File: src/design/ddrh_pkg.sv
`default_nettype none
package ddrh_pkg;
    localparam real SYS_CLK_NS = 5.0;
    // The device clock is the system clock halved: 10 ns.
    localparam int CK_DIV = 2;
    localparam int BANKS = 4;
    localparam int BA_W = 2;
    localparam int ADDR_W = 13;
    localparam int AP_BIT = 10;
    localparam int CNT_W = 10;
    localparam real T_RCD_NS = 18.0;
    localparam real T_RP_NS = 18.0;
    localparam real T_RAS_NS = 42.0;
    localparam real T_RAS_MAX_NS = 120000.0;
    localparam real T_RC_NS = 60.0;
    localparam real T_RFC_NS = 72.0;
    localparam real T_RRD_NS = 12.0;
    localparam real T_WR_NS = 15.0;
    localparam real T_DAL_NS = 35.0;
    localparam real T_MRD_NS = 12.0;
    localparam real T_XSNR_NS = 75.0;
    localparam real T_REFI_US = 7.8;
    localparam int T_WTR_TCK = 1;
    localparam int T_XSRD_TCK = 200;
    localparam int T_XP_TCK = 1;
    localparam int T_XPRD_SLOW_TCK = 200;
    localparam int REF_POST_MAX = 8;
    function automatic int cyc_min(real ns);
        int c;
        c = int'($ceil(ns / SYS_CLK_NS));
        return (c < 1) ? 1 : c;
    endfunction : cyc_min
    function automatic int cyc_max(real ns);
        int c;
        c = int'($floor(ns / SYS_CLK_NS));
        return (c < 1) ? 1 : c;
    endfunction : cyc_max
    function automatic logic [CNT_W-1:0] cv(int v);
        return CNT_W'(v);
    endfunction : cv
    localparam int C_RCD = cyc_min(T_RCD_NS);
    localparam int C_RP = cyc_min(T_RP_NS);
    localparam int C_RAS = cyc_min(T_RAS_NS);
    localparam int C_RAS_MAX = cyc_max(T_RAS_MAX_NS);
    localparam int C_RC = cyc_min(T_RC_NS);
    localparam int C_RFC = cyc_min(T_RFC_NS);
    localparam int C_RRD = cyc_min(T_RRD_NS);
    localparam int C_WR = cyc_min(T_WR_NS);
    localparam int C_DAL = cyc_min(T_DAL_NS);
    localparam int C_MRD = cyc_min(T_MRD_NS);
    localparam int C_XSNR = cyc_min(T_XSNR_NS);
    localparam int C_REFI = cyc_max(T_REFI_US * 1000.0);
    localparam int C_WTR = T_WTR_TCK * CK_DIV;
    localparam int C_XSRD = T_XSRD_TCK * CK_DIV;
    localparam int C_XP = T_XP_TCK * CK_DIV;
    localparam int C_XPRD_SLOW = T_XPRD_SLOW_TCK * CK_DIV;
    localparam int C_WDONE = 5;
    localparam int C_RAS_GUARD = 16;
    localparam int C_RD_TMO = 24;
    localparam int REFI_W = $clog2(C_REFI + 1);
    localparam logic [2:0] CODE_MRS = 3'h0;
    localparam logic [2:0] CODE_REF = 3'h1;
    localparam logic [2:0] CODE_PRE = 3'h2;
    localparam logic [2:0] CODE_ACT = 3'h3;
    localparam logic [2:0] CODE_WR = 3'h4;
    localparam logic [2:0] CODE_RD = 3'h5;
    localparam logic [2:0] CODE_NOP = 3'h7;
    typedef enum logic [3:0] {
        OP_NOP, OP_ACT, OP_RD, OP_WR, OP_PRE, OP_PREA,
        OP_REF, OP_MRS, OP_SRE, OP_SRX, OP_PDE, OP_PDX
    } ddrh_op_t;
    typedef enum logic [1:0] {PS_ACTIVE, PS_SELF, PS_PDOWN} ddrh_pwr_t;
    typedef struct packed {
        ddrh_op_t op;
        logic [BA_W-1:0] bank;
        logic [ADDR_W-1:0] addr;
    } ddrh_req_t;
    typedef struct packed {
        logic cke;
        logic cs_n;
        logic [2:0] code;
        logic [BA_W-1:0] ba;
        logic [ADDR_W-1:0] addr;
    } ddrh_pin_t;
    localparam ddrh_pin_t PIN_IDLE = '{1'b1, 1'b1, CODE_NOP, 2'h0, 13'h0};
endpackage : ddrh_pkg
`default_nettype wire

File: src/design/ddrh_ctrl.sv
`default_nettype none
// Overview of operation
// - Activate to read/write at least 18 ns.
// - Precharge to activate at least 18 ns.
// - Row open between 42 ns and 120 us; power-down keeps a stale row open until exit.
// - Activate to activate or refresh 60 ns.
// - Refresh to activate or refresh 72 ns.
// - Activates to different banks 12 ns apart.
// - Write recovery 15 ns, auto-precharge 35 ns.
// - One clock from write end to read.
// - Self refresh exit to non-read 75 ns.
// - Self refresh exit to read 200 clocks.
// - Power-down exit to command one clock.
// - Unstable clock: read waits 200 clocks.
// - Average refresh interval at most 7.8 us.
// - At most eight refreshes owed.
// - Mode register set to next 12 ns.
// - First strobe rise 0.75-1.25 clocks after write.
// - Strobe valid, low preamble 0.25 clock.
// - Strobe leaves high impedance going low.
// - Write postamble 0.4 to 0.6 clock.
// - Address bit ten selects auto precharge.
module ddrh_ctrl #(
    parameter int DQ_W = 64,
    parameter int DM_W = 8,
    parameter int RAS_MAX_CYC = ddrh_pkg::C_RAS_MAX
) (
    input wire logic sys_clk,
    input wire logic sys_rst,
    input wire ddrh_pkg::ddrh_req_t req,
    input wire logic req_valid,
    output logic req_ready,
    input wire logic [2*DQ_W-1:0] wr_data,
    input wire logic [2*DM_W-1:0] wr_mask,
    output logic [2*DQ_W-1:0] rd_data,
    output logic rd_valid,
    input wire logic clk_unstable,
    output logic [3:0] ref_owed,
    output logic ddr_ck,
    output logic ddr_ck_n,
    output var ddrh_pkg::ddrh_pin_t ddr_cmd,
    output logic [DQ_W-1:0] dq_o,
    output logic dq_oe,
    input wire logic [DQ_W-1:0] dq_i,
    output logic [DM_W-1:0] dm_o,
    output logic dqs_o,
    output logic dqs_oe,
    input wire logic dqs_i
);
    import ddrh_pkg::*;

    localparam int OPEN_W = $clog2(RAS_MAX_CYC + 1);
    localparam logic [OPEN_W-1:0] AGE_LIM = OPEN_W'(RAS_MAX_CYC - C_RAS_GUARD);

    typedef struct packed {
        logic ck;
        logic ckn;
        ddrh_pin_t cmd;
        logic ready;
        ddrh_pwr_t pwr;
        logic unstable;
        logic [BANKS-1:0] open;
        logic [BANKS-1:0][CNT_W-1:0] rcd;
        logic [BANKS-1:0][CNT_W-1:0] ras;
        logic [BANKS-1:0][CNT_W-1:0] rc;
        logic [BANKS-1:0][CNT_W-1:0] wr;
        logic [BANKS-1:0][OPEN_W-1:0] age;
        logic [CNT_W-1:0] rrd;
        logic [CNT_W-1:0] mrd;
        logic [CNT_W-1:0] wtr;
        logic [CNT_W-1:0] nonrd;
        logic [CNT_W-1:0] rdw;
        logic [REFI_W-1:0] refi;
        logic [3:0] owed;
        logic [2:0] wseq;
        logic [2*DQ_W-1:0] wbuf;
        logic [2*DM_W-1:0] wm;
        logic dq_oe;
        logic [DQ_W-1:0] dq;
        logic [DM_W-1:0] dm;
        logic dqs;
        logic dqs_oe;
        logic [DQ_W-1:0] dq_m;
        logic [DQ_W-1:0] dq_s;
        logic dqs_m;
        logic dqs_s;
        logic dqs_d;
        logic rd_open;
        logic rd_word;
        logic [CNT_W-1:0] rd_tmo;
        logic [2*DQ_W-1:0] rdata;
        logic rvalid;
    } ddrh_state_t;

    ddrh_state_t st;
    ddrh_state_t nx;
    logic any_open;
    logic all_rc_ok;
    logic all_pre_ok;
    logic stale;
    logic [BA_W-1:0] stale_ba;
    logic force_ref;
    logic nr_ok;
    logic ok;
    logic user;
    logic did_ref;
    ddrh_op_t op;
    logic [BA_W-1:0] ba;
    logic [ADDR_W-1:0] ad;

    function automatic logic [CNT_W-1:0] dec(logic [CNT_W-1:0] v);
        return (v == '0) ? v : v - 1'b1;
    endfunction : dec

    function automatic logic [CNT_W-1:0] cmax(logic [CNT_W-1:0] a, logic [CNT_W-1:0] b);
        return (a > b) ? a : b;
    endfunction : cmax

    always_comb begin
        nx = st;
        any_open = |st.open;
        all_rc_ok = 1'b1;
        all_pre_ok = 1'b1;
        stale = 1'b0;
        stale_ba = '0;
        did_ref = 1'b0;
        user = 1'b0;
        ok = 1'b0;
        nx.ck = ~st.ck;
        nx.ckn = st.ck;
        nx.ready = 1'b0;
        nx.rvalid = 1'b0;
        for (int b = 0; b < BANKS; b++) begin
            if (st.rc[b] != '0) all_rc_ok = 1'b0;
            if (st.open[b] && (st.ras[b] != '0 || st.wr[b] != '0)) all_pre_ok = 1'b0;
            if (st.open[b] && st.age[b] >= AGE_LIM && !stale) begin
                stale = 1'b1;
                stale_ba = BA_W'(b);
            end
            nx.rcd[b] = dec(st.rcd[b]);
            nx.ras[b] = dec(st.ras[b]);
            nx.rc[b] = dec(st.rc[b]);
            nx.wr[b] = dec(st.wr[b]);
            if (!st.open[b]) nx.age[b] = '0;
            else if (st.age[b] < AGE_LIM) nx.age[b] = OPEN_W'(st.age[b] + 1'b1);
        end
        nx.rrd = dec(st.rrd);
        nx.mrd = dec(st.mrd);
        nx.wtr = dec(st.wtr);
        nx.nonrd = dec(st.nonrd);
        nx.rdw = dec(st.rdw);
        force_ref = st.owed >= 4'(REF_POST_MAX);
        nr_ok = st.nonrd == '0;
        // Read words are caught on each strobe toggle; the fixed latency of the
        // synchronisers applies to strobe and data alike.
        nx.dq_m = dq_i;
        nx.dq_s = st.dq_m;
        nx.dqs_m = dqs_i;
        nx.dqs_s = st.dqs_m;
        nx.dqs_d = st.dqs_s;
        if (st.rd_open) begin
            nx.rd_tmo = dec(st.rd_tmo);
            if (st.dqs_s != st.dqs_d) begin
                if (!st.rd_word) begin
                    nx.rdata[DQ_W-1:0] = st.dq_s;
                    nx.rd_word = 1'b1;
                end else begin
                    nx.rdata[2*DQ_W-1:DQ_W] = st.dq_s;
                    nx.rd_open = 1'b0;
                    nx.rvalid = 1'b1;
                end
            end else if (st.rd_tmo == '0) begin
                nx.rd_open = 1'b0;
            end
        end
        // The write command reaches the device at the rising clock one cycle
        // after issue; strobe and data follow on the system clock grid.
        unique case (st.wseq)
            3'h0: nx.wseq = 3'h0;
            3'h1: nx.wseq = 3'h2;
            3'h2: begin
                nx.wseq = 3'h3;
                nx.dqs_oe = 1'b1;
                nx.dqs = 1'b0;
                nx.dq_oe = 1'b1;
                nx.dq = st.wbuf[DQ_W-1:0];
                nx.dm = st.wm[DM_W-1:0];
            end
            3'h3: begin
                nx.wseq = 3'h4;
                nx.dqs = 1'b1;
            end
            3'h4: begin
                nx.wseq = 3'h5;
                nx.dqs = 1'b0;
                nx.dq = st.wbuf[2*DQ_W-1:DQ_W];
                nx.dm = st.wm[2*DM_W-1:DM_W];
            end
            3'h5: begin
                nx.wseq = 3'h0;
                nx.dqs_oe = 1'b0;
                nx.dq_oe = 1'b0;
            end
            default: nx.wseq = 3'h0;
        endcase
        if (st.pwr == PS_PDOWN) nx.unstable = st.unstable | clk_unstable;
        op = OP_NOP;
        ba = req.bank;
        ad = req.addr;
        if (force_ref) op = any_open ? OP_PREA : OP_REF;
        else if (stale) begin
            op = OP_PRE;
            ba = stale_ba;
        end else if (req_valid) begin
            op = req.op;
            user = 1'b1;
        end
        // Commands change as the clock falls so they are stable at its rise.
        if (st.ck) begin
            nx.cmd = '{st.cmd.cke, 1'b0, CODE_NOP, 2'h0, 13'h0};
            unique case (st.pwr)
                PS_SELF: begin
                    if (req_valid && req.op == OP_SRX) begin
                        nx.cmd.cke = 1'b1;
                        nx.pwr = PS_ACTIVE;
                        nx.nonrd = cv(C_XSNR);
                        nx.rdw = cv(C_XSRD);
                        nx.ready = 1'b1;
                    end
                end
                PS_PDOWN: begin
                    if (force_ref || (req_valid && req.op == OP_PDX)) begin
                        nx.cmd.cke = 1'b1;
                        nx.pwr = PS_ACTIVE;
                        nx.nonrd = cv(C_XP);
                        nx.rdw = (st.unstable | clk_unstable) ? cv(C_XPRD_SLOW) : cv(C_XP);
                        nx.ready = req_valid && req.op == OP_PDX;
                    end
                end
                PS_ACTIVE: begin
                    unique case (op)
                        OP_NOP, OP_SRX, OP_PDX: ok = 1'b1;
                        OP_ACT: ok = nr_ok && !st.open[ba] && st.rc[ba] == '0 && st.rrd == '0;
                        OP_RD: ok = st.open[ba] && st.rcd[ba] == '0 && st.wtr == '0 && st.rdw == '0
                            && !st.rd_open && st.wseq == '0;
                        OP_WR: ok = nr_ok && st.open[ba] && st.rcd[ba] == '0 && !st.rd_open
                            && st.wseq == '0;
                        OP_PRE: ok = nr_ok && st.ras[ba] == '0 && st.wr[ba] == '0;
                        OP_PREA: ok = nr_ok && all_pre_ok;
                        OP_REF, OP_SRE: ok = nr_ok && !any_open && all_rc_ok;
                        OP_MRS: ok = nr_ok && !any_open;
                        OP_PDE: ok = nr_ok;
                    endcase
                    if (st.mrd != '0) ok = 1'b0;
                    if (ok) begin
                        nx.ready = user;
                        unique case (op)
                            OP_NOP, OP_SRX, OP_PDX: nx.ready = user;
                            OP_ACT: begin
                                nx.cmd = '{1'b1, 1'b0, CODE_ACT, ba, ad};
                                nx.open[ba] = 1'b1;
                                nx.rcd[ba] = cv(C_RCD);
                                nx.ras[ba] = cv(C_RAS);
                                nx.rc[ba] = cv(C_RC);
                                nx.rrd = cv(C_RRD);
                            end
                            OP_RD: begin
                                nx.cmd = '{1'b1, 1'b0, CODE_RD, ba, ad};
                                nx.rd_open = 1'b1;
                                nx.rd_word = 1'b0;
                                nx.rd_tmo = cv(C_RD_TMO);
                                if (ad[AP_BIT]) begin
                                    nx.open[ba] = 1'b0;
                                    nx.rc[ba] = cmax(st.rc[ba], CNT_W'(st.ras[ba] + cv(C_RP)));
                                end
                            end
                            OP_WR: begin
                                nx.cmd = '{1'b1, 1'b0, CODE_WR, ba, ad};
                                nx.wseq = 3'h1;
                                nx.wbuf = wr_data;
                                nx.wm = wr_mask;
                                nx.wtr = cv(C_WDONE + C_WTR);
                                if (ad[AP_BIT]) begin
                                    nx.open[ba] = 1'b0;
                                    nx.rc[ba] = cmax(st.rc[ba], cv(C_WDONE + C_DAL));
                                end else begin
                                    nx.wr[ba] = cv(C_WDONE + C_WR);
                                end
                            end
                            OP_PRE: begin
                                ad[AP_BIT] = 1'b0;
                                nx.cmd = '{1'b1, 1'b0, CODE_PRE, ba, ad};
                                nx.open[ba] = 1'b0;
                                nx.rc[ba] = cmax(st.rc[ba], cv(C_RP));
                            end
                            OP_PREA: begin
                                ad[AP_BIT] = 1'b1;
                                nx.cmd = '{1'b1, 1'b0, CODE_PRE, ba, ad};
                                nx.open = '0;
                                for (int b = 0; b < BANKS; b++) nx.rc[b] = cmax(st.rc[b], cv(C_RP));
                            end
                            OP_REF: begin
                                nx.cmd = '{1'b1, 1'b0, CODE_REF, ba, ad};
                                for (int b = 0; b < BANKS; b++) nx.rc[b] = cv(C_RFC);
                                did_ref = 1'b1;
                            end
                            OP_SRE: begin
                                nx.cmd = '{1'b0, 1'b0, CODE_REF, ba, ad};
                                nx.pwr = PS_SELF;
                            end
                            OP_MRS: begin
                                nx.cmd = '{1'b1, 1'b0, CODE_MRS, ba, ad};
                                nx.mrd = cv(C_MRD);
                            end
                            OP_PDE: begin
                                nx.cmd.cke = 1'b0;
                                nx.pwr = PS_PDOWN;
                                nx.unstable = 1'b0;
                            end
                        endcase
                    end
                end
            endcase
        end
        // Self refresh keeps the array alive, so the backlog is forgiven there.
        if (st.pwr == PS_SELF) begin
            nx.refi = REFI_W'(C_REFI - 1);
            nx.owed = '0;
        end else begin
            nx.refi = (st.refi == '0) ? REFI_W'(C_REFI - 1) : REFI_W'(st.refi - 1'b1);
            // The count saturates at the posting limit and never wraps below zero,
            // so a refresh issued ahead of schedule earns no credit.
            if (st.refi == '0 && !did_ref && st.owed != 4'(REF_POST_MAX)) begin
                nx.owed = st.owed + 4'h1;
            end else if (st.refi != '0 && did_ref && st.owed != '0) begin
                nx.owed = st.owed - 4'h1;
            end
        end
    end

    always_ff @(posedge sys_clk or posedge sys_rst) begin
        if (sys_rst) begin
            st <= '0;
            st.cmd <= PIN_IDLE;
            st.refi <= REFI_W'(C_REFI - 1);
        end else begin
            st <= nx;
        end
    end

    assign req_ready = st.ready;
    assign rd_data = st.rdata;
    assign rd_valid = st.rvalid;
    assign ref_owed = st.owed;
    assign ddr_ck = st.ck;
    assign ddr_ck_n = st.ckn;
    assign ddr_cmd = st.cmd;
    assign dq_o = st.dq;
    assign dq_oe = st.dq_oe;
    assign dm_o = st.dm;
    assign dqs_o = st.dqs;
    assign dqs_oe = st.dqs_oe;

    // Pin-side observers for the checks below.
    logic pin_new;
    logic pin_act;
    logic pin_rd;
    logic pin_rw;
    logic pin_ref;
    logic [15:0] h_act_age;
    logic [BA_W-1:0] h_act_ba;
    logic [15:0] h_ref_age;
    logic [15:0] h_srx_age;
    logic h_in_sr;
    // Selected no-operation cycles fill every gap, so they do not count as commands.
    assign pin_new = !ddr_ck && !ddr_cmd.cs_n && ddr_cmd.code != CODE_NOP;
    assign pin_act = pin_new && ddr_cmd.code == CODE_ACT;
    assign pin_rd = pin_new && ddr_cmd.code == CODE_RD;
    assign pin_rw = pin_rd || (pin_new && ddr_cmd.code == CODE_WR);
    assign pin_ref = pin_new && ddr_cmd.code == CODE_REF && ddr_cmd.cke;

    always_ff @(posedge sys_clk or posedge sys_rst) begin
        if (sys_rst) begin
            h_act_age <= 16'hFFFF;
            h_act_ba <= 2'h0;
            h_ref_age <= 16'hFFFF;
            h_srx_age <= 16'hFFFF;
            h_in_sr <= 1'b0;
        end else begin
            h_act_age <= pin_act ? 16'h1 : ((&h_act_age) ? h_act_age : h_act_age + 16'h1);
            h_ref_age <= pin_ref ? 16'h1 : ((&h_ref_age) ? h_ref_age : h_ref_age + 16'h1);
            h_srx_age <= (&h_srx_age) ? h_srx_age : h_srx_age + 16'h1;
            if (pin_act) h_act_ba <= ddr_cmd.ba;
            if (pin_new && ddr_cmd.code == CODE_REF && !ddr_cmd.cke) h_in_sr <= 1'b1;
            if (h_in_sr && ddr_cmd.cke) begin
                h_in_sr <= 1'b0;
                h_srx_age <= 16'h1;
            end
        end
    end
endmodule : ddrh_ctrl
`default_nettype wire

File: config.mk
export PLATFORM = sky130hd
export DESIGN_NAME = ddrh_ctrl
export DESIGN_NICKNAME = d
export VERILOG_FILES = /design/src/design/ddrh_pkg.sv /design/src/design/ddrh_ctrl.sv
export SDC_FILE = /design/constraint.sdc
export NUM_CORES = 2
export LEC_CHECK = 0
export ABC_AREA = 1
export ABC_CLOCK_PERIOD_IN_PS = 33900
export BUFFER_PORTS_ARGS = -buffer_cell sky130_fd_sc_hd__buf_4
export CAP_MARGIN = 10
export CORE_MARGIN = 4
export CORE_UTILIZATION = 30
export CTS_CLUSTER_SIZE = 30
export DETAILED_ROUTE_END_ITERATION = 16
export GPL_TIMING_DRIVEN = 0
export SYNTH_ARGS = -nofsm -noshare
export SYNTH_HDL_FRONTEND = slang
export SYNTH_SLANG_ARGS = --single-unit
File: constraint.sdc
create_clock -name sys_clk -period 33.9 [get_ports sys_clk]
set_input_delay 3.39 -clock sys_clk [delete_from_list [all_inputs] [get_ports sys_clk]]
set_output_delay 3.39 -clock sys_clk [all_outputs]
set_load 0.005 [all_outputs]
* Yosys cells after proc, flatten, opt, wreduce, memory -nomap -nowiden
Index checks and enable logic that the tools add are counted.
** Operators by class
- Add/sub/neg operators :: 30
- Reductions and logical operators :: 110
- Multiplexer cells :: 144
- Eq/ne operators :: 36
- $lt $le $gt $ge :: 18
- Bitwise logic cells :: 18
** Operator list (number)
- $mux W147 :: 4
- $mux W10 :: 37
- $logic_not A10 Y1 :: 26
- $pmux W40 S6 :: 1
- $sub A10 B1 Y10 const B :: 22
- $mux W188 :: 1
- $mux W168 :: 1
- $mux W165 :: 1
- $mux W40 :: 4
- $pmux W72 S2 :: 1
- $mux W141 :: 1
- $mux W15 :: 9
- $reduce_bool A10 Y1 :: 13
- $mux W129 :: 1
- $mux W64 :: 2
- $pmux W18 S7 :: 1
- $bwmux W40 :: 3
- $bmux W10 S2 :: 4
- $mux W80 :: 1
- $and A36 B36 Y36 :: 2
- $not A36 Y36 :: 2
- $and A32 B32 Y32 :: 2
- $not A32 Y32 :: 2
- $add A15 B1 Y15 const B :: 4
- 74 further kinds :: 211
** Word-level totals
- Output and inout port bits :: 231
- Word-level logic and storage cells :: 412
- Register bits after elaboration :: 808
- Bits of input ports :: 232

* Longest topological paths before layout
- Word-level depth :: 34
- Mapped depth :: 42
- Mapped depth without buffers :: 41

* Least setup slack after synthesis
No wires, ideal clock.
- Path type :: input port to flip-flop
- From :: input req[13] in the netlist's numbering
- To :: register st[673] in the netlist's numbering
- Path slack :: 27.140 ns
- Data arrival time :: 6.640 ns
- Path buffers :: 1
- Library setup time :: 0.120 ns
- Stages on the path :: 32
- Required time :: 33.780 ns
- Path through :: inv_1 > nand2_4 > nand2_4 > nor2_1 > buf_4 > a22oi_1 > nand3_1 > ha_1 > inv_1 > nor2_1 > nand2_1 > xor2_1 > inv_1 > ha_1 > nand2_1 > inv_1 > a21boi_0 > o21ai_0 > nand2_1 > inv_1 > nand2_1 > nand2_1 > nand2_1 > o21ai_0 > nand2_1 > o21ai_0 > o21ai_0 > o21ai_0 > nand2_1 > nand3_1 > o21ai_0 > inv_1
** Between the ends
- Word-level cells in the longest chain between the ends :: 17
- Elaborated cells on any way between the ends :: 59
- Those cells by class :: 1 x add/sub; 5 x order compare; 1 x eq/ne; 30 x mux; 2 x bitwise; 20 x reduce/logical
** Ends and longest elaborated chain
- start, declared :: line ddrh_ctrl.sv:30 : input wire ddrh_pkg::ddrh_req_t req,
- $mux W2 :: line ddrh_ctrl.sv:211 : else if (stale) begin
- $mux W2 (*) :: line ddrh_ctrl.sv:210 : if (force_ref) op = any_open ? OP_PREA : OP_REF;
- parallel branches: the longest is 15 deep, another holds $add A10 B3 Y10
- end signal, assigned :: line ddrh_ctrl.sv:347 : st <= nx;
- end, declared :: line ddrh_ctrl.sv:95 : ddrh_state_t st;
Mark *: on every way between the ends. The select of a mux whose other input is x is not followed.
A chain may end at the register's enable or synchronous reset.

* Final worst setup path
- From :: input req[14] in the netlist's numbering
- To :: register st[673] in the netlist's numbering
The elaborated chain is that of the path after synthesis.

==> results by group <==
Finish
  – Final instance area: 49000 um^2
  – Post-Route Utilization: 36.8%
  – Area Growth Syn to Fin: 21.9%
  – Layout cell share with drive strength beyond 1: between 20% and 30%
  – Commonest non-fill, non-tap cells in the layout: nand2_1 (945), dfrtp_1 (797), buf_4 (697), nor2_1 (511), inv_1 (472)
  – Most common library cell in the layout ignoring fill and taps: nand2_1
  – Fin nets: 5471

Placement
  – Placed cell area: about 46000 um^2
  – Port-buffer cells: ~460
  – Placer Congestion: 0.958
  – HPWL after DPL: 89500 um

Critical path
  – R2r startpoint: st[602]
  – Worst Path Required: between 30 and 40 ns
  – CP max stage delay: between 1 and 1.5 ns
  – Crit-path max FO: 10
  – R2R depth: 36
  – Slowest cell on crit path: o21ai_0
  – CP Data Arrival Time: 8.82 ns
  – Worst setup EP type: flop
  – Setup crit start kind: input port
  – Cell mode on critical path: nand2_1
  – Reg2reg end: st[673]
  – R2r setup slk: 27.25 ns
  – Setup CP Type: input port to flop

Worst hold path
  – Min-delay worst type: flop to flop
  – Worst Hold Depth: 0
  – Hold path start: nx[161]
  – Hold Path End: st[161]

Synth
  – Yosys top cell area share: 49.6%
  – Main synth FF type: dfrtp_1
  – #FFs+latches synth: roughly 800
  – EDFF count, synth: 0
  – Syn Nets: 4909
  – Post-synth ARST share: 100%
  – Ranking of synthesized cells by area: dfrtp_1 (50%), nand2_1 (8.8%), o21ai_0 (5.8%), nor2_1 (4.8%), inv_1 (4.4%)
  – Synth area leader: dfrtp_1
  – Sequential fraction of the synthesis area: 50.4%
  – Synth Area per Inst: 8.68 um^2
  – Gate Count Post-Synth: between 4000 and 5000
  – Synth Cell Area: 40200 um^2
  – Ys Warns: 0
  – Synth cell types: 59

Clocking
  – Hold-fix buffers, CTS: 0
  – CTS Sinks: between 800 and 900
  – Worst-path clk slew: 0.06 ns
  – PostCTS Resize Cnt: 0
  – CTS tree: built
  – Post-CTS Setup Repair Bufs: 0
  – Clk root buf: clkbuf_16
  – CTS Buf Count: 89
  – H-tree depth: 3
  – Clk_lat worst skew: 0.69 ns
  – Clock Path Buffers: 3

Timing
  – Final Setup Violations: 0
  – Max-slew headroom: 4.81%
  – Tcrit/Tclk final: 24.2%
  – Fmax: around 0.12 GHz
  – Max-slew violations: 0
  – Fin crit period: 8.20 ns
  – Final hold viol count: 0
  – RSZ-0062 raised after global routing: false
  – Setup TNS: 0 ns
  – Slew @ Worst Pin: 1.41 ns
  – Worst Skew: 0.0212 ns
  – Hold WS: around 0.34 ns

Floorplanning
  – Row count: 134
  – Die W: 374 um
  – Initial core utilization: 30.1%
  – Full die area: 140000 um^2
  – Placeable Area: 133000 um^2
  – # IOs: 463
  – Die height: 374 um

Power and ir drop
  – Total Power: 2.27 mW
  – Pwr dens: approximately 46 nW/um^2
  – Maximum vdd drop: about 0.043 mV
  – Leak pwr: 24.4 nW

Route
  – DR pass1 iterations: 5
  – DRC: 0
  – Initial DRC count: 2580
  – Via count: 32900
  – ANT nets after route: 0
  – Vias per cell: 4.68
  – Routed wire per std cell: approximately 17 um
  – Drt total wl: 120000 um

GRT
  – Total gr overflow: 0
  – Initial antenna violation count: 6
  – Largest net degree at the start of global routing: between 100 and 150
  – Global-route wire length before repair: around 180000 um
  – Number of global-route vias before repair: 32500
  – GRT Total Usage: 16.6%

Status
  – Status: finished clean

Job
  – Max-Cap Viols: 0
-- how the worst max path moves through the flow --
| stage | to | cells past startpoint | slack, ns | startpoint |
|---|---|---|---|---|
| floorplan | ddr_ck | 1 | 7.84 | sys_rst |
| global placement | nx[164] | 2 | -1.96 | sys_rst |
| detailed placement | st[673] | 30 | 25.15 | req[14] |
| CTS | st[673] | 30 | 25.88 | req[14] |
| global route | st[673] | 29 | 25.43 | req[14] |
| finish | st[673] | 30 | 25.70 | req[14] |
-- per-stage QoR --
stage	setup WS, ns	instances
after CTS	25.88	7029
after detailed placement	25.15	6867
after global placement	-1.96	6858
final	25.70	7030
after floorplan	7.84	4628
after global routing	25.43	7029
-- synthesized netlist by cell type, types with 7 or more instances --
| cell type | n |
|---|---|
| nand2_1 | 945 |
| dfrtp_1 | 797 |
| nor2_1 | 511 |
| inv_1 | 473 |
| o21ai_0 | 462 |
| buf_4 | 233 |
| nand3_1 | 204 |
| a21oi_1 | 163 |
| nor3_1 | 107 |
| clkbuf_1 | 87 |
| mux2_4 | 81 |
| xor2_1 | 75 |
| ha_1 | 48 |
| mux2_2 | 46 |
| xnor2_1 | 40 |
| nand4_1 | 31 |
| a211oi_1 | 29 |
| buf_2 | 23 |
| nor4_1 | 20 |
| a31oi_1 | 18 |
| buf_6 | 18 |
| mux2_1 | 17 |
| o211ai_1 | 17 |
| o21a_1 | 13 |
| a22o_1 | 12 |
| o21ai_1 | 12 |
| dfstp_2 | 11 |
| nand2_2 | 11 |
| o22ai_1 | 11 |
| or2_2 | 11 |
| nand3b_1 | 10 |
| nor2_2 | 10 |
| inv_2 | 9 |
| nand2_4 | 9 |
| a21oi_2 | 8 |
| and3_1 | 7 |
-- critical path: cells and delay by family --
kind / cells / cell delay, ns
XOR/XNOR: 1 / 0.15
buffers and inverters: 7 / 0.67
AO/OA/AOI/OAI: 8 / 1.94
AND/OR/NAND/NOR: 12 / 2.09
adder cells (fa/ha/maj): 2 / 0.54
-- metal layers --
layer,global-route usage (%),vias up,wire (um)
li1,-,15900,-
met2,26.4,1108,53400
met3,5.47,242,10800
met1,21.4,15700,51400
met4,5.23,8,4010
met5,0,-,55
-- cell type report --
cell class	instances	area (um^2)
fill	13500	84300
sequential	808	20200
multi-input combinational	2969	15700
timing repair buffer	471	3680
clock buffer	135	2580
buffer	366	2420
tap	1768	2210
inverter	485	1830
clock inverter	27	327
antenna	1	2.50
-- flip-flops by register name, indices dropped and copies added, names as in the netlist --
signal / count
ddr_ck: 1
dqs_o: 1
rd_data: 128
rd_valid: 1
nx: 66
ddr_ck_n: 1
ddr_cmd: 20
dqs_oe: 1
req_ready: 1
dm_o: 8
st: 512
ref_owed: 4
dq_o: 64
-- logic make-up (layout without fill, tap and decap cells) --
| group | after synthesis | in the layout | synth area share, % |
|---|---|---|---|
| flops | 808 | 808 | 50.4 |
| other cells | 0 | 1 | 0 |
| mux | 144 | 144 | 4.79 |
| fa+ha+maj | 49 | 49 | 1.54 |
| compound gates | 767 | 767 | 10.4 |
| xor+xnor | 115 | 115 | 2.51 |
| simple gates | 1894 | 1894 | 19.9 |
| buf+inv | 851 | 1484 | 10.6 |
-- where the power goes --
group | switching [mW] | leakage [nW] | internal [mW]
Combinational | 0.114 | 12.9 | 0.145
Clock | 0.415 | 1.41 | 0.552
Sequential | 0.0273 | 10.1 | 1.02
Total | 0.556 | 24.4 | 1.71
No activity file was read; power rests on OpenSTA's default activity.
